===== src/include/pwm_pkg.sv =====
// Function
// - Counter and compare are 8 bits; period is 256 source ticks.
// - Counter advances on the selected divided main, main or sub tick.
// - Counter equal to active compare inverts the flop unless compare is 8'hFF (it meets overflow and the flop holds); counting continues.
// - Overflow inverts the flop again and clears the counter.
// - Overflow raises the period interrupt.
// - A control bit presets the flop for either pulse polarity.
// - Reset clears the flop to zero.
// - Output pin is always the inverse of the flop.
// - Duty write while running is held until the next period interrupt.
// - Duty write while stopped reaches the compare register at once.
// - Duty reads return the held value, not the active compare.
// - Stopping freezes the output pin level.
// - Clearing bit 3 stops; clearing bit 7 afterwards drives pin high.
// - Stop the timer before entering the stop power mode.
`default_nettype none
package pwm_pkg;
   localparam int          CNT_W       = 8;
   localparam int          ADDR_W      = 12;
   localparam int          DIV_W       = 11;
   localparam logic [11:0] OFS_CTRL    = 12'h000;
   localparam logic [11:0] OFS_DUTY    = 12'h004;
   localparam logic [11:0] OFS_STAT    = 12'h008;
   localparam logic [11:0] OFS_MASK    = 12'h00C;
   localparam logic [11:0] OFS_COUNT   = 12'h010;
   localparam int          TAP_BIT     = 0;
   localparam int          RUN_BIT     = 3;
   localparam int          SRC_LSB     = 4;
   localparam int          SRC_MSB     = 6;
   localparam int          PRESET_BIT  = 7;
   localparam int          IRQ_BIT     = 0;
   localparam logic [7:0]  CTRL_RST    = 8'h00;
   localparam logic [7:0]  DUTY_RST    = 8'h00;
   localparam logic [7:0]  CNT_MAX     = 8'hFF;
   localparam logic [2:0]  SUB_DIV_MAX = 3'h7;
   localparam logic [1:0]  RESP_OKAY   = 2'h0;
   localparam logic [1:0]  RESP_SLVERR = 2'h2;
   typedef enum logic [2:0] {
      SRC_DIV2K = 3'h0,
      SRC_DIV128 = 3'h1,
      SRC_DIV32 = 3'h2,
      SRC_DIV8 = 3'h3,
      SRC_SUB = 3'h4,
      SRC_DIV2 = 3'h5,
      SRC_MAIN = 3'h6,
      SRC_NONE = 3'h7
   } pwm_src_e;
endpackage : pwm_pkg
`default_nettype wire


===== src/hdl/pwm_timer_out.sv =====
`default_nettype none
module pwm_timer_out (
   input  wire logic        REF_CLK,
   input  wire logic        SYS_RST,
   input  wire logic        SUB_OSC_CLK,
   input  wire logic        STOP_MODE,
   input  wire logic [11:0] S_AXI_AWADDR,
   input  wire logic        S_AXI_AWVALID,
   output logic             S_AXI_AWREADY,
   input  wire logic [31:0] S_AXI_WDATA,
   input  wire logic [3:0]  S_AXI_WSTRB,
   input  wire logic        S_AXI_WVALID,
   output logic             S_AXI_WREADY,
   output logic [1:0]       S_AXI_BRESP,
   output logic             S_AXI_BVALID,
   input  wire logic        S_AXI_BREADY,
   input  wire logic [11:0] S_AXI_ARADDR,
   input  wire logic        S_AXI_ARVALID,
   output logic             S_AXI_ARREADY,
   output logic [31:0]      S_AXI_RDATA,
   output logic [1:0]       S_AXI_RRESP,
   output logic             S_AXI_RVALID,
   input  wire logic        S_AXI_RREADY,
   output logic             PULSE_OUT_PIN,
   output logic             PERIOD_IRQ
);
   ////////////////////////////////////////////////////////////////////////
   logic [11:0] aw_addr_q;
   logic        aw_have_q;
   logic        aw_rdy_q;
   logic        w_rdy_q;
   logic        ar_rdy_q;
   logic [7:0]  w_data_q;
   logic        w_strb_q;
   logic        w_have_q;
   logic        bvalid_q;
   logic [1:0]  bresp_q;
   logic        rvalid_q;
   logic [1:0]  rresp_q;
   logic [31:0] rdata_q;
   logic        wr_fire;
   logic        rd_fire;
   logic        wr_ok;
   logic [7:0]  channel_ctrl_reg_q;
   logic [7:0]  duty_hold_q;
   logic [7:0]  duty_compare_reg_q;
   logic [7:0]  mask_q;
   logic [7:0]  stat_q;
   logic [7:0]  stat_d;
   logic [7:0]  cnt_q;
   logic [10:0] div_q;
   logic        sub_q;
   logic [2:0]  sub_div_q;
   logic        sub_rise;
   logic        sub8_tick;
   logic        tick;
   logic        run;
   logic        match;
   logic        ovf;
   logic        output_toggle_flop;
   logic        pin_q;
   logic        irq_q;
   logic        ctrl_wr;
   logic        duty_wr;
   logic        stat_wr;
   logic        mask_wr;

   ////////////////////////////////////////////////////////////////////////
   // Address decode
   function automatic logic known_addr(input logic [11:0] a);
      known_addr = (a == pwm_pkg::OFS_CTRL) || (a == pwm_pkg::OFS_DUTY) ||
                   (a == pwm_pkg::OFS_STAT) || (a == pwm_pkg::OFS_MASK) ||
                   (a == pwm_pkg::OFS_COUNT);
   endfunction : known_addr

   // All-ones low bits of the divider
   function automatic logic div_tap(input logic [10:0] d, input int n);
      div_tap = ((d & ((11'h001 << n) - 11'h001)) ==
                 ((11'h001 << n) - 11'h001));
   endfunction : div_tap

   ////////////////////////////////////////////////////////////////////////
   // AXI write channel
   assign wr_fire = aw_have_q && w_have_q && !bvalid_q;
   assign wr_ok   = known_addr(aw_addr_q) && aw_addr_q != pwm_pkg::OFS_COUNT;
   assign ctrl_wr = wr_fire && w_strb_q && aw_addr_q == pwm_pkg::OFS_CTRL;
   assign duty_wr = wr_fire && w_strb_q && aw_addr_q == pwm_pkg::OFS_DUTY;
   assign stat_wr = wr_fire && w_strb_q && aw_addr_q == pwm_pkg::OFS_STAT;
   assign mask_wr = wr_fire && w_strb_q && aw_addr_q == pwm_pkg::OFS_MASK;

   always_ff @(posedge REF_CLK) begin
      if (SYS_RST) begin
         aw_have_q <= 1'b0;
         aw_rdy_q  <= 1'b1;
         aw_addr_q <= 12'h000;
      end else if (S_AXI_AWVALID && S_AXI_AWREADY) begin
         aw_have_q <= 1'b1;
         aw_rdy_q  <= 1'b0;
         aw_addr_q <= S_AXI_AWADDR;
      end else if (wr_fire) begin
         aw_have_q <= 1'b0;
         aw_rdy_q  <= 1'b1;
      end
   end

   always_ff @(posedge REF_CLK) begin
      if (SYS_RST) begin
         w_have_q <= 1'b0;
         w_rdy_q  <= 1'b1;
         w_data_q <= 8'h00;
         w_strb_q <= 1'b0;
      end else if (S_AXI_WVALID && S_AXI_WREADY) begin
         w_have_q <= 1'b1;
         w_rdy_q  <= 1'b0;
         w_data_q <= S_AXI_WDATA[7:0];
         w_strb_q <= S_AXI_WSTRB[0];
      end else if (wr_fire) begin
         w_have_q <= 1'b0;
         w_rdy_q  <= 1'b1;
      end
   end

   always_ff @(posedge REF_CLK) begin
      if (SYS_RST) begin
         bvalid_q <= 1'b0;
         bresp_q  <= pwm_pkg::RESP_OKAY;
      end else if (wr_fire) begin
         bvalid_q <= 1'b1;
         bresp_q  <= wr_ok ? pwm_pkg::RESP_OKAY : pwm_pkg::RESP_SLVERR;
      end else if (S_AXI_BREADY) begin
         bvalid_q <= 1'b0;
      end
   end

   assign S_AXI_AWREADY = aw_rdy_q;
   assign S_AXI_WREADY  = w_rdy_q;
   assign S_AXI_BVALID  = bvalid_q;
   assign S_AXI_BRESP   = bresp_q;

   ////////////////////////////////////////////////////////////////////////
   // AXI read channel
   assign rd_fire = S_AXI_ARVALID && !rvalid_q;

   always_ff @(posedge REF_CLK) begin
      if (SYS_RST) begin
         rvalid_q <= 1'b0;
         ar_rdy_q <= 1'b1;
         rresp_q  <= pwm_pkg::RESP_OKAY;
         rdata_q  <= 32'h0000_0000;
      end else if (rd_fire) begin
         rvalid_q <= 1'b1;
         ar_rdy_q <= 1'b0;
         rresp_q  <= known_addr(S_AXI_ARADDR) ? pwm_pkg::RESP_OKAY
                                              : pwm_pkg::RESP_SLVERR;
         unique case (S_AXI_ARADDR)
            pwm_pkg::OFS_CTRL:  rdata_q <= {24'h000000, channel_ctrl_reg_q};
            pwm_pkg::OFS_DUTY:  rdata_q <= {24'h000000, duty_hold_q};
            pwm_pkg::OFS_STAT:  rdata_q <= {24'h000000, stat_q};
            pwm_pkg::OFS_MASK:  rdata_q <= {24'h000000, mask_q};
            pwm_pkg::OFS_COUNT: rdata_q <= {24'h000000, cnt_q};
            default:            rdata_q <= 32'h0000_0000;
         endcase
      end else if (S_AXI_RREADY) begin
         rvalid_q <= 1'b0;
         ar_rdy_q <= 1'b1;
      end
   end

   assign S_AXI_ARREADY = ar_rdy_q;
   assign S_AXI_RVALID  = rvalid_q;
   assign S_AXI_RRESP   = rresp_q;
   assign S_AXI_RDATA   = rdata_q;

   ////////////////////////////////////////////////////////////////////////
   // Control, duty and mask registers
   assign run = channel_ctrl_reg_q[pwm_pkg::RUN_BIT];

   always_ff @(posedge REF_CLK) begin
      if (SYS_RST) begin
         channel_ctrl_reg_q <= pwm_pkg::CTRL_RST;
      end else if (ctrl_wr) begin
         channel_ctrl_reg_q <= w_data_q;
      end
   end

   always_ff @(posedge REF_CLK) begin
      if (SYS_RST) begin
         mask_q <= 8'h00;
      end else if (mask_wr) begin
         mask_q <= w_data_q;
      end
   end

   always_ff @(posedge REF_CLK) begin
      if (SYS_RST) begin
         duty_hold_q <= pwm_pkg::DUTY_RST;
      end else if (duty_wr) begin
         duty_hold_q <= w_data_q;
      end
   end

   always_ff @(posedge REF_CLK) begin
      if (SYS_RST) begin
         duty_compare_reg_q <= pwm_pkg::DUTY_RST;
      end else if (duty_wr && !run) begin
         duty_compare_reg_q <= w_data_q;
      end else if (ovf) begin
         duty_compare_reg_q <= duty_hold_q;
      end
   end

   ////////////////////////////////////////////////////////////////////////
   // Source clock selection
   always_ff @(posedge REF_CLK) begin
      if (SYS_RST) begin
         div_q     <= 11'h000;
         sub_q     <= 1'b0;
         sub_div_q <= 3'h0;
      end else begin
         div_q <= div_q + 11'h001;
         sub_q <= SUB_OSC_CLK;
         if (sub_rise) begin
            sub_div_q <= sub_div_q + 3'h1;
         end
      end
   end

   assign sub_rise  = SUB_OSC_CLK && !sub_q;
   assign sub8_tick = sub_rise && sub_div_q == pwm_pkg::SUB_DIV_MAX;

   always_comb begin
      unique case (pwm_pkg::pwm_src_e'(
                   channel_ctrl_reg_q[pwm_pkg::SRC_MSB:pwm_pkg::SRC_LSB]))
         pwm_pkg::SRC_DIV2K:  tick = channel_ctrl_reg_q[pwm_pkg::TAP_BIT]
                                     ? sub8_tick : div_tap(div_q, 11);
         pwm_pkg::SRC_DIV128: tick = div_tap(div_q, 7);
         pwm_pkg::SRC_DIV32:  tick = div_tap(div_q, 5);
         pwm_pkg::SRC_DIV8:   tick = div_tap(div_q, 3);
         pwm_pkg::SRC_SUB:    tick = sub_rise;
         pwm_pkg::SRC_DIV2:   tick = div_tap(div_q, 1);
         pwm_pkg::SRC_MAIN:   tick = 1'b1;
         pwm_pkg::SRC_NONE:   tick = 1'b0;
      endcase
      tick = tick && run && !STOP_MODE;
   end

   ////////////////////////////////////////////////////////////////////////
   // Counter, compare and output flop
   assign match = tick && cnt_q == duty_compare_reg_q;
   assign ovf   = tick && cnt_q == pwm_pkg::CNT_MAX;
   assign output_toggle_flop = !pin_q;

   always_ff @(posedge REF_CLK) begin
      if (SYS_RST) begin
         cnt_q <= 8'h00;
      end else if (ovf) begin
         cnt_q <= 8'h00;
      end else if (tick) begin
         cnt_q <= cnt_q + 8'h01;
      end
   end

   always_ff @(posedge REF_CLK) begin
      if (SYS_RST) begin
         pin_q <= 1'b1;
      end else if (ctrl_wr && !run) begin
         pin_q <= !w_data_q[pwm_pkg::PRESET_BIT];
      end else if (match ^ ovf) begin
         pin_q <= !pin_q;
      end
   end

   assign PULSE_OUT_PIN = pin_q;

   ////////////////////////////////////////////////////////////////////////
   // Interrupt status and output
   always_comb begin
      stat_d = stat_q;
      if (stat_wr) begin
         stat_d = stat_d & ~w_data_q;
      end
      if (ovf) begin
         stat_d[pwm_pkg::IRQ_BIT] = 1'b1;
      end
   end

   always_ff @(posedge REF_CLK) begin
      if (SYS_RST) begin
         stat_q <= 8'h00;
         irq_q  <= 1'b0;
      end else begin
         stat_q <= stat_d;
         irq_q  <= |(stat_d & (mask_wr ? w_data_q : mask_q));
      end
   end

   assign PERIOD_IRQ = irq_q;
endmodule : pwm_timer_out
`default_nettype wire


===== config.mk =====
export PLATFORM = sky130hd
export DESIGN_NAME = pwm_timer_out
export DESIGN_NICKNAME = d
export VERILOG_FILES = /design/src/include/pwm_pkg.sv /design/src/hdl/pwm_timer_out.sv
export SDC_FILE = /design/constraint.sdc
export NUM_CORES = 1
export LEC_CHECK = 0
export ABC_CLOCK_PERIOD_IN_PS = 3200
export BUFFER_PORTS_ARGS = -buffer_cell sky130_fd_sc_hd__buf_4
export CAP_MARGIN = 20
export CORE_MARGIN = 2
export CORE_UTILIZATION = 48
export DETAILED_ROUTE_END_ITERATION = 10
export GPL_ROUTABILITY_DRIVEN = 1
export PLACE_DENSITY = 0.72
export SLEW_MARGIN = 30
export SYNTH_ARGS = -nofsm -noshare
export SYNTH_HDL_FRONTEND = slang
export SYNTH_SLANG_ARGS = --single-unit

===== constraint.sdc =====
create_clock -name REF_CLK -period 3.2 [get_ports REF_CLK]
set_input_delay 0.16 -clock REF_CLK [delete_from_list [all_inputs] [get_ports REF_CLK]]
set_output_delay 0.16 -clock REF_CLK [all_outputs]
set_load 0.02 [all_outputs]

# == Word level (Yosys, flattened, before mapping) ==
# Cells that the tools add are included.
# op_classes
n_addsub,3
n_eq_ne,23
muxes,24
bitwise_logic,4
reduce_logical,45
# ops
op,n
"12-bit by 4-bit == test with 1-bit output, second input constant",4
8-bit case mux with 5 select lines,1
8-bit two-way mux,4
"12-bit by 3-bit == test with 1-bit output, second input constant",2
"12-bit by 5-bit == test with 1-bit output, second input constant",2
12-bit zero test,2
1-bit logical AND,19
"3-bit == test, second input constant",6
8-bit AND,2
1-bit two-way mux,16
"12-bit by 5-bit != test with 1-bit output, second input constant",1
2-bit nonzero test,6
"11-bit by 1-bit adder with 11-bit output, second input constant",1
"11-bit == test, second input constant",1
"8-bit by 1-bit adder with 8-bit output, second input constant",1
8-bit == test,1
"8-bit == test, second input constant",1
1-bit logical OR,8
8-bit inverter,1
1-bit case mux with 8 select lines,1
8-bit OR reduction,1
"7-bit == test, second input constant",1
1-bit zero test,7
"3-bit by 2-bit == test with 1-bit output, second input constant",2
7 further kinds,8
# totals
reg_bits,129
input_bits,69
out_inout_bits,43
wordCells,123

# == Logic depth before layout (Yosys ltp) ==
# Gate-level depths: netlist (run 1).
# depth
ltp_word,11
ltp_mapped,10
mapped_depth_nobuf,9

# == Worst setup path after synthesis (run 1) ==
# No wires, ideal clock.
# synth_timing
kind,register to register
start,register div_q[0]
end,register duty_compare_reg_q[0]
setup_time_ns,0.119
arrival_time_ns,2.146
t_required_ns,3.081
path_slack_ns,0.935
path_stages_with_launch,11
path_buffers,1
period_less_slack_ns,2.265
path_cell_list,dfxtp_1 ha_1 and3_1 ha_1 nor3b_1 a21oi_1 or3_1 nand4_1 buf_2 nand2_1 o221a_2
# synth_between
elab_chain_cells,7
elab_cells_between_ends,10
cone_classes,eq/ne: 4; mux: 2; reduce/logical: 4
# synth_rtl
item,line,source
"start, declared",pwm_timer_out.sv:51,logic [10:0] div_q;
"start signal, assigned",pwm_timer_out.sv:220,div_q <= div_q + 11'h001;
11-bit == test,pwm_timer_out.sv:78,div_tap = ((d & ((11'h001 << n) - 11'h001)) ==
1-bit two-way mux,pwm_timer_out.sv:235,"? sub8_tick : div_tap(div_q, 11);"
1-bit case mux with 8 select lines (*),pwm_timer_out.sv:232,unique case (pwm_pkg::pwm_src_e'(
1-bit logical AND (*) (2 in a row),pwm_timer_out.sv:244,tick = tick && run && !STOP_MODE;
1-bit logical AND (*),pwm_timer_out.sv:250,assign ovf = tick && cnt_q == pwm_pkg::CNT_MAX;
2-bit nonzero test (no line) (*),n/a,
"end signal, assigned",pwm_timer_out.sv:204,duty_compare_reg_q <= pwm_pkg::DUTY_RST;
"end signal, assigned",pwm_timer_out.sv:206,duty_compare_reg_q <= w_data_q;
"end signal, assigned",pwm_timer_out.sv:208,duty_compare_reg_q <= duty_hold_q;
"end, declared",pwm_timer_out.sv:46,logic [7:0] duty_compare_reg_q;
# Mark *: on every way between the ends. The rest lies on a longest branch, timed or not.
# A chain may end at the register's enable or synchronous reset.

# == Final worst setup path (run 1) ==
# layout_timing
start,register div_q[0]
end,register duty_compare_reg_q[3]
# The elaborated chain is that of the path after synthesis.

==> impl_metrics.py, run 1 <==
metrics = {
    "outcome": {
        "status": "finished clean",
    },
    "yosys": {
        "synth_common_cells": "dfxtp_1 (103), nor2_1 (70), nand2_1 (63), a21oi_1 (49), mux2i_1 (28)",
        "ys_async_sr_fraction_pct": 0,
        "yosys.area.top_type": "dfxtp_1",
        "seq_area_frac_synth_pct": 42.3,
        "ys.flop_type": "dfxtp_1",
        "syn_area_um2": 4870,
        "synth_top_area_share_pct": 42.3,
        "avgSynthCellArea_um2": 8.72,
        "synth-edff-count": 0,
        "synth-seq-cells": 103,
        "ys_types": 53,
        "synthTopCellsByArea": "dfxtp_1 (42%), mux2i_1 (5.7%), nor2_1 (5.4%), a21oi_1 (5.0%), nand2_1 (4.9%)",
        "synthCells": 559,
        "synth_most_common_cell": "dfxtp_1",
        "yosysWarnings": 0,
    },
    "global_routing": {
        "grt_use_met2_pct": 32.5,
        "grt_pass1_vias": 3695,
        "grt-busiest-layer": "met2",
        "antenna_found_initial": 0,
        "use_met1_pct": 25.0,
        "grt_pass1_wl_um": 17700,
        "grt_start_max_net_pins": 106,
        "met3_usage_pct": 3.99,
        "grt-ovfl-total": 0,
        "grt_use_total_pct": 19.5,
    },
    "critical_path": {
        "cp-end-kind": "flip-flop",
        "ff2ff_path_depth": 9,
        "crit_required_ps": 3460,
        "crit_type": "reg2reg",
        "cp-startpoint": "div_q[0]$_SDFF_PP0_",
        "cp-start-kind": "flip-flop",
        "r2r-start": "div_q[0]$_SDFF_PP0_",
        "cp_max_fo": 7,
        "cp.arrival_ps": 2730,
    },
    "placed_design": {
        "place.gp.congestion": 0.799,
        "dp_hpwl_um": 7430,
        "portBuffers": 58,
        "placed_cell_area_um2": 5250,
    },
    "timing": {
        "final-max-slew-violation-count": 0,
        "skew_ps": 12.9,
        "fmax_mhz": 406,
        "hold_viol": 0,
        "post-route-min-period_ps": 2460,
        "worst_pin_slew_ps": 933,
        "final-setup-viol-count": 0,
        "slew_headroom_pct": 37.3,
        "period_share_pct": 76.9,
        "hold_slack_ps": 23.9,
        "rsz0062_at_grt": "no",
        "tns_ps": 0,
    },
    "die": {
        "core_area_um2": 9820,
        "fp.dieH_um": 105,
        "initial_utilization_pct": 49.6,
        "dieArea_um2": 11000,
        "num_rows": 36,
        "boundaryPins": 112,
        "die_w_um": 105,
    },
    "routing": {
        "drt-pass1-iter-count": 4,
        "drt_iter0_markers": 182,
        "vias": 3958,
        "drc": 0,
        "wire_per_inst_um": 14.3,
        "final_antenna_net_count": 0,
        "vias_per_cell": 5.40,
        "drt_wl_total_um": 10500,
    },
    "hold_path": {
        "hp-start": "S_AXI_AWADDR[11]",
        "hp-class": "in2reg",
        "hold_depth": 3,
    },
    "cells_and_area": {
        "drive_gt1_share_pct": 18.5,
        "final_util_pct": 55.4,
        "fillCellCount": 906,
        "seqCellArea_um2": 2060,
        "nets": 671,
        "multi_input_area_um2": 2540,
        "antenna_cells": 0,
        "syn_to_final_growth_pct": 11.7,
        "final_area_um2": 5440,
    },
    "power": {
        "ir_worst_vdd_mv": 0.201,
        "p_int_w": 0.00172,
        "clkPwrFrac_pct": 32.3,
        "power_density_nw_per_um2": 433,
        "leakagePower_nw": 2.31,
        "switching_share_pct": 26.8,
        "power.net_switching_w": 0.000632,
        "combPwrFrac_pct": 9.9,
        "p_seq_share_pct": 57.8,
    },
    "clocking": {
        "clockRootBuffer": "clkbuf_8",
        "cts.path.max_buffers": 2,
        "h-tree-depth": 3,
        "cts_sinks": 103,
        "cts_setup_buffers": 0,
        "clkTransAtPathRegs_ps": 100,
        "numCtsBuffers": 9,
        "tritoncts": "yes",
        "clk_latency_ps": 370,
    },
    "run": {
        "cap_violations": 0,
    },
}
==> area by class of cell <==
class	instances	share of cell area [%]
Clock buffer	10	2.53
Clock inverter	5	0.782
Inverter	7	0.483
Multi-Input combinational cell	414	46.7
Sequential cell	103	37.9
Tap cell	133	3.06
Timing Repair Buffer	61	8.53
==> worst max-delay path: stages (launching register included) <==
cell	delay, ps
dfxtp_1	370
ha_1	280
and3_1	200
ha_1	170
nor3b_1	180
a21oi_1	50
or3_1	360
nand4_1	210
nand2_1	240
o221a_2	300
==> cells in the final DEF (no fill, tap or decap), types with 2 or more instances in the layout <==
master    instances
o221a_2           7
o22ai_1           3
o21ai_0          14
a211oi_1          9
xor2_1           15
nor3_1            8
ha_1              6
xnor2_1           3
and2_1            4
nand4_1           9
or3b_2            2
nand2_1          63
buf_4            59
nor2_1           70
and3_1            5
nand3_1          10
a31o_2            2
nor4_4            2
clkbuf_8         10
or3b_1            2
a21oi_1          49
clkinv_4          2
inv_6             2
a22oi_1          13
nand2b_1         13
inv_1             7
mux2_2           14
o21bai_1          2
dfxtp_1         103
mux2i_1          28
nor4_1            3
or3_1             5
nor2b_1           8
a21bo_2           2
conb_1           26
==> metrics by stage <==
| stage | total power [W] | setup slack, ps | cells |
|---|---|---|---|
| after floorplan | 0.00156 | 935 | 584 |
| after global placement | 0.00162 | 809 | 717 |
| after detailed placement | 0.00162 | 758 | 717 |
| final | 0.00236 | 738 | 733 |
| after global routing | 0.00247 | 569 | 733 |
| after CTS | 0.00238 | 755 | 733 |
==> power groups by stage <==
| stage | logic [W] | clock network [W] | registers (W) |
|---|---|---|---|
| 6_report | 0.000234 | 0.000762 | 0.00136 |
| 5_1_grt | 0.000258 | 0.000841 | 0.00137 |
| 4_1_cts | 0.000235 | 0.000787 | 0.00136 |
| 3_5_place_dp | 0.000233 | 0 | 0.00139 |
| 3_3_place_gp | 0.000228 | 0 | 0.00139 |
| 2_1_floorplan | 0.000175 | 0 | 0.00139 |
==> flip-flops by register name, indices dropped and copies added, names as in the netlist, 3 cells and up <==
name,flops
div_q,11
sub_div_q,3
duty_compare_reg_q,8
w_data_q,8
stat_q,8
duty_hold_q,8
S_AXI_RDATA,8
aw_addr_q,12
channel_ctrl_reg_q,8
mask_q,8
cnt_q,8
==> final timing paths <==
check / to / slack (ps)
worst min-delay path: aw_addr_q[11]$_SDFFE_PP0P_ / 20
worst max-delay path: duty_compare_reg_q[3]$_SDFFE_PP0P_ / 740
worst min register to register: stat_q[1]$_SDFF_PP0_ / 480
worst max register to register: duty_compare_reg_q[3]$_SDFFE_PP0P_ / 740
==> routing by layer <==
metal | vias up | share of wire, %
li1 | 1959 | -
met4 | 0 | 1.9
met5 | - | 0
met2 | 120 | 48
met3 | 16 | 5.2
met1 | 1863 | 45
==> cell families after synthesis <==
| family | Yosys count | synth area share [%] |
|---|---|---|
| simple gates | 217 | 22.5 |
| fa+ha+maj | 6 | 1.54 |
| flops | 103 | 42.3 |
| xor+xnor | 18 | 3.23 |
| compound gates | 105 | 13.9 |
| other cells | 1 | 0.0769 |
| buf+inv | 67 | 7.44 |
| mux | 42 | 8.98 |
==> repair_timing <==
item,4_1_cts,5_1_grt
hold buffers,1,0
hold endpoints to repair,1,0
resized for setup,0,0
(Power assumes the default switching activity.)
==> run 2, diff against run 1 <==
- ABC_CLOCK_PERIOD_IN_PS: 3200 -> 2300
- clock period: 3.2 -> 2.3 ns (I/O delays scaled with it)
==> run 2 against run 1 <==
Register-to-register slack got worse by 660 ps. Critical path depth is 1 higher. Largest power group unchanged. Final cell count rose by 5.0%. Critical endpoint is now duty_compare_reg_q[4]$_SDFFE_PP0P_. Design area is 6.3% higher. Count of clock-buffer cells in the layout fell by 1. Sequential power is 39% higher. Combinational power rose by 59%. Highest routed layer unchanged.
==> impl_metrics.py, run 2 (synthesis gave the netlist of run 1 again) <==
metrics = {
    "routing": {
        "met1Wirelength_um": 4870,
        "drc": 0,
        "top_layer": "met4",
        "wl_met3_um": 538,
        "final_antenna_net_count": 0,
        "wl_met2_um": 5350,
        "drt_iter0_markers": 232,
        "vias_per_cell": 5.28,
        "drt_wl_total_um": 10900,
        "drt-pass1-iter-count": 5,
        "vias": 4067,
        "wire_per_inst_um": 14.2,
    },
    "die": {
        "core_area_um2": 9820,
        "num_rows": 36,
        "boundaryPins": 112,
        "dieArea_um2": 11000,
        "fp.dieH_um": 105,
        "initial_utilization_pct": 49.6,
        "die_w_um": 105,
    },
    "cells_and_area": {
        "multi_input_area_um2": 2560,
        "final_common_cell": "dfxtp_1",
        "nets": 707,
        "largest_register_ffs": 12,
        "final_util_pct": 58.9,
        "largestRegisters": "aw_addr_q: 12 flops, div_q: 11 flops",
        "seqCellArea_um2": 2060,
        "layout_common_cells": "dfxtp_1 (102), buf_4 (75), nor2_1 (70)",
        "fillCellCount": 886,
        "drive_gt1_share_pct": 20.9,
        "syn_to_final_growth_pct": 18.6,
        "antenna_cells": 0,
        "regMostFlops": "aw_addr_q",
    },
    "power": {
        "power_density_nw_per_um2": 575,
        "ir_worst_vdd_mv": 0.291,
        "power.total_w": 0.00333,
        "leakagePower_nw": 2.48,
    },
    "hold_path": {
        "hold_depth": 3,
        "hp-class": "in2reg",
        "min_to": "w_data_q[5]$_SDFFE_PP0P_",
        "hp-start": "S_AXI_WDATA[5]",
    },
    "global_routing": {
        "grt-ovfl-total": 0,
        "grt_pass1_vias": 3991,
        "grt_pass1_wl_um": 18600,
        "antenna_found_initial": 0,
        "grt_start_max_net_pins": 58,
        "grt_use_total_pct": 20.6,
    },
    "critical_path": {
        "r2r_end": "duty_compare_reg_q[4]$_SDFFE_PP0P_",
        "ff2ff_path_depth": 10,
        "crit_required_ps": 2540,
        "cp-end-kind": "flip-flop",
        "crit_type": "reg2reg",
        "cp_max_fo": 5,
        "regToRegSetupSlack_ps": 80,
        "cp.arrival_ps": 2460,
        "r2r-start": "div_q[0]$_SDFF_PP0_",
        "cp-start-kind": "flip-flop",
    },
    "run": {
        "cap_violations": 0,
    },
    "placed_design": {
        "dp_hpwl_um": 7740,
        "place.gp.congestion": 0.847,
        "pre_cts_ws_ps": 16.7,
        "portBuffers": 58,
    },
    "timing": {
        "final-setup-viol-count": 0,
        "slew_headroom_pct": 58.9,
        "hold_viol": 0,
        "rsz0062_at_grt": "yes",
        "post-route-min-period_ps": 2220,
        "period_share_pct": 96.4,
        "tns_ps": 0,
        "hold_slack_ps": 2.24,
        "skew_ps": 8.90,
        "worst_pin_slew_ps": 615,
        "setup_ws_ps": 82.3,
        "final-max-slew-violation-count": 0,
        "fmax_mhz": 451,
    },
    "clocking": {
        "clk_latency_ps": 370,
        "h-tree-depth": 3,
        "cts.path.max_buffers": 2,
        "tritoncts": "yes",
        "numCtsBuffers": 9,
        "clkTransAtPathRegs_ps": 100,
        "clockRootBuffer": "clkbuf_8",
        "cts_sinks": 103,
    },
    "outcome": {
        "status": "finished clean",
    },
}
-- run 2: area by class of cell --
class                   instances  area share (%)
multi-input cells             414            44.3
flip-flops and latches        103            35.7
repair buffers                 97            13.5
clock inverters                 7           0.974
inverters                       7           0.454
well taps                     133            2.88
clock buffers                   9            2.14
-- run 2: what timing repair did --
item | in CTS | in global routing
endpoints found under the hold margin | 22 | 0
hold buffers | 22 | 0
gates resized for setup | 1 | 5
buffers inserted | 0 | 1
pin swaps | 0 | 5
endpoints found under the setup margin | 7 | 16
-- run 2: per-layer routing --
layer / GRT usage (%) / vias to the layer above
met5: 0 / -
met4: 7.81 / 0
met3: 3.81 / 18
met2: 35.6 / 110
met1: 25.3 / 1911
li1: - / 2028
-- run 2: worst max-delay path by stage --
stage	start	endpoint	slack (ps)	cells past startpoint
floorplan	div_q[0]$_SDFF_PP0_	duty_compare_reg_q[0]$_SDFFE_PP0P_	40	10
global placement	div_q[0]$_SDFF_PP0_	duty_compare_reg_q[7]$_SDFFE_PP0P_	70	9
detailed placement	div_q[0]$_SDFF_PP0_	duty_compare_reg_q[6]$_SDFFE_PP0P_	20	9
CTS	div_q[0]$_SDFF_PP0_	duty_compare_reg_q[4]$_SDFFE_PP0P_	2	10
global route	div_q[0]$_SDFF_PP0_	duty_compare_reg_q[4]$_SDFFE_PP0P_	-50	10
finish	div_q[0]$_SDFF_PP0_	duty_compare_reg_q[4]$_SDFFE_PP0P_	80	10
-- run 2: through the flow --
step | area (um2) | cells
finish | 5780 | 770
global route | 5780 | 770
CTS | 5760 | 769
detailed placement | 5350 | 731
global placement | 5350 | 731
floorplan | 4970 | 584
-- run 2: critical path, cell delays in order (launching register included) --
cell	delay, ps
dfxtp_2	330
ha_2	200
and3_1	180
ha_1	180
nor3b_2	160
a21oi_1	50
or3_4	350
nand4_1	190
buf_4	170
mux2i_1	170
a211oi_1	80
-- run 2: power breakdown --
part,switching (W),internal [W],total (W)
logic,0.000204,0.000168,0.000372
registers,0.0000539,0.00184,0.00189
clock network,0.000657,0.000409,0.00107
==> run 3, diff against run 2 <==
- BUFFER_PORTS_ARGS: -buffer_cell sky130_fd_sc_hd__buf_4 -> not set
- DONT_BUFFER_PORTS: not set -> 1
- PLACE_DENSITY: 0.72 -> not set
==> run 3 against run 2 <==
Via count fell by 5.3%. Sequential cell count did not move. Critical endpoint unchanged. Sequential share of layout area rose by 2.5 points. Wire length fell by 0.75%.
==> impl_metrics.py, run 3 (synthesis gave the netlist of run 1 again) <==
metrics = {
    "cells_and_area": {
        "syn_to_final_growth_pct": 10.9,
        "final_common_cell": "dfxtp_1",
        "antenna_cells": 0,
        "largest_register_ffs": 12,
        "final_util_pct": 55.0,
        "largestRegisters": "aw_addr_q: 12 flops, div_q: 11 flops",
        "drive_gt1_share_pct": 12.2,
        "layout_common_cells": "dfxtp_1 (103), nor2_1 (70), nand2_1 (62)",
        "regMostFlops": "aw_addr_q",
        "nets": 651,
        "final_cell_count_no_fill": 713,
    },
    "global_routing": {
        "grt_pass1_wl_um": 18200,
        "grt-ovfl-total": 0,
        "grt_use_total_pct": 20.3,
        "grt_start_max_net_pins": 103,
        "grt_pass1_vias": 3735,
        "antenna_found_initial": 0,
    },
    "die": {
        "die_w_um": 105,
        "dieArea_um2": 11000,
        "initial_utilization_pct": 49.6,
        "boundaryPins": 112,
        "num_rows": 36,
        "fp.dieH_um": 105,
        "core_area_um2": 9820,
    },
    "power": {
        "combPwrFrac_pct": 8.2,
        "p_int_w": 0.00248,
        "clkPwrFrac_pct": 34.5,
        "power.net_switching_w": 0.000850,
        "power_density_nw_per_um2": 616,
        "power.total_w": 0.00333,
        "leakagePower_nw": 2.22,
        "ir_worst_vdd_mv": 0.389,
        "p_seq_share_pct": 57.3,
        "switching_share_pct": 25.5,
    },
    "routing": {
        "final_antenna_net_count": 0,
        "drt_wl_total_um": 10900,
        "vias_per_cell": 5.40,
        "wire_per_inst_um": 15.2,
        "drt_iter0_markers": 188,
        "drt-pass1-iter-count": 6,
        "drc": 0,
        "vias": 3851,
    },
    "placed_design": {
        "place.gp.congestion": 0.805,
        "dp_hpwl_um": 7550,
        "portBuffers": 0,
        "dp_cells": 672,
    },
    "outcome": {
        "status": "finished clean",
    },
    "clocking": {
        "clockRootBuffer": "clkbuf_8",
        "cts.path.max_buffers": 2,
        "h-tree-depth": 3,
        "tritoncts": "yes",
        "numCtsBuffers": 9,
        "clkTransAtPathRegs_ps": 100,
        "clk_latency_ps": 370,
        "cts_sinks": 103,
    },
    "timing": {
        "slew_headroom_pct": 56.2,
        "tns_ps": 0,
        "hold_viol": 0,
        "final-setup-viol-count": 0,
        "period_share_pct": 95.8,
        "final-max-slew-violation-count": 0,
        "fmax_mhz": 454,
        "post-route-min-period_ps": 2200,
        "worst_pin_slew_ps": 655,
        "skew_ps": 13.7,
    },
    "run": {
        "cap_violations": 0,
    },
    "critical_path": {
        "cp-start-kind": "flip-flop",
        "crit_type": "reg2reg",
        "cp_max_fo": 7,
        "crit_required_ps": 2530,
        "cp-end-kind": "flip-flop",
        "cp.arrival_ps": 2440,
    },
    "hold_path": {
        "hp-class": "in2reg",
    },
}
[run 3: critical path, cell delays in order (launching register included)]
cell      delay [ps]
dfxtp_1          330
ha_1             200
and3_1           190
ha_1             190
nor3b_2          150
a21oi_1           80
or3_4            360
nand4_1          150
buf_6            150
mux2i_1          190
a211oi_1          90
[run 3: worst paths after layout]
check / slack (ps) / startpoint / cells after the start / endpoint
max: 100 / div_q[0]$_SDFF_PP0_ / 10 / duty_compare_reg_q[4]$_SDFFE_PP0P_
min: 30 / SYS_RST / 2 / PULSE_OUT_PIN$_SDFFE_PP1P_
max reg2reg: 100 / div_q[0]$_SDFF_PP0_ / 10 / duty_compare_reg_q[4]$_SDFFE_PP0P_
min reg2reg: 480 / aw_addr_q[10]$_SDFFE_PP0P_ / 2 / aw_addr_q[10]$_SDFFE_PP0P_
[run 3: timing repair]
| item | 4_1_cts | 5_1_grt |
|---|---|---|
| setup endpoints to repair | 0 | 12 |
| resized for setup | 0 | 5 |
| setup buffers | 0 | 1 |
| endpoints found under the hold margin | 102 | 0 |
| hold buffers | 25 | 0 |
[run 3: layout make-up]
cell class,instances,area [um2]
fill,951,4420
clock inverter,4,55.1
multi-input combinational,414,2560
clock buffer,11,141
inverter,7,26.3
tap,133,166
sequential,103,2060
timing repair buffer,41,392
[run 3: power by group through the flow]
stage	registers [W]	clock network, W	logic [W]
global route	0.00192	0.00126	0.000306
global placement	0.00195	0	0.000203
detailed placement	0.00195	0	0.000208
CTS	0.00191	0.00118	0.000272
finish	0.00191	0.00115	0.000273
floorplan	0.00193	0	0.000244
[run 3: per-stage QoR]
stage / area, um2 / hold slack [ps] / setup slack, ps
after floorplan: 4970 / 243 / 35.3
after global placement: 4910 / 193 / 134
after detailed placement: 4910 / 195 / 98.2
after CTS: 5380 / 13.1 / 58.5
after global routing: 5400 / 23.2 / -27.3
final: 5400 / 26.1 / 96.3
[run 3: routing by layer]
| layer | share of wire, % | vias to the layer above | wire length [um] | global-route usage (%) |
|---|---|---|---|---|
| met5 | 0 | - | 0 | 0 |
| met4 | 1.9 | 0 | 210 | 7.24 |
| met3 | 5.0 | 14 | 543 | 3.56 |
| met2 | 47 | 88 | 5140 | 33.7 |
| met1 | 46 | 1829 | 4970 | 26.6 |
| li1 | - | 1920 | - | - |
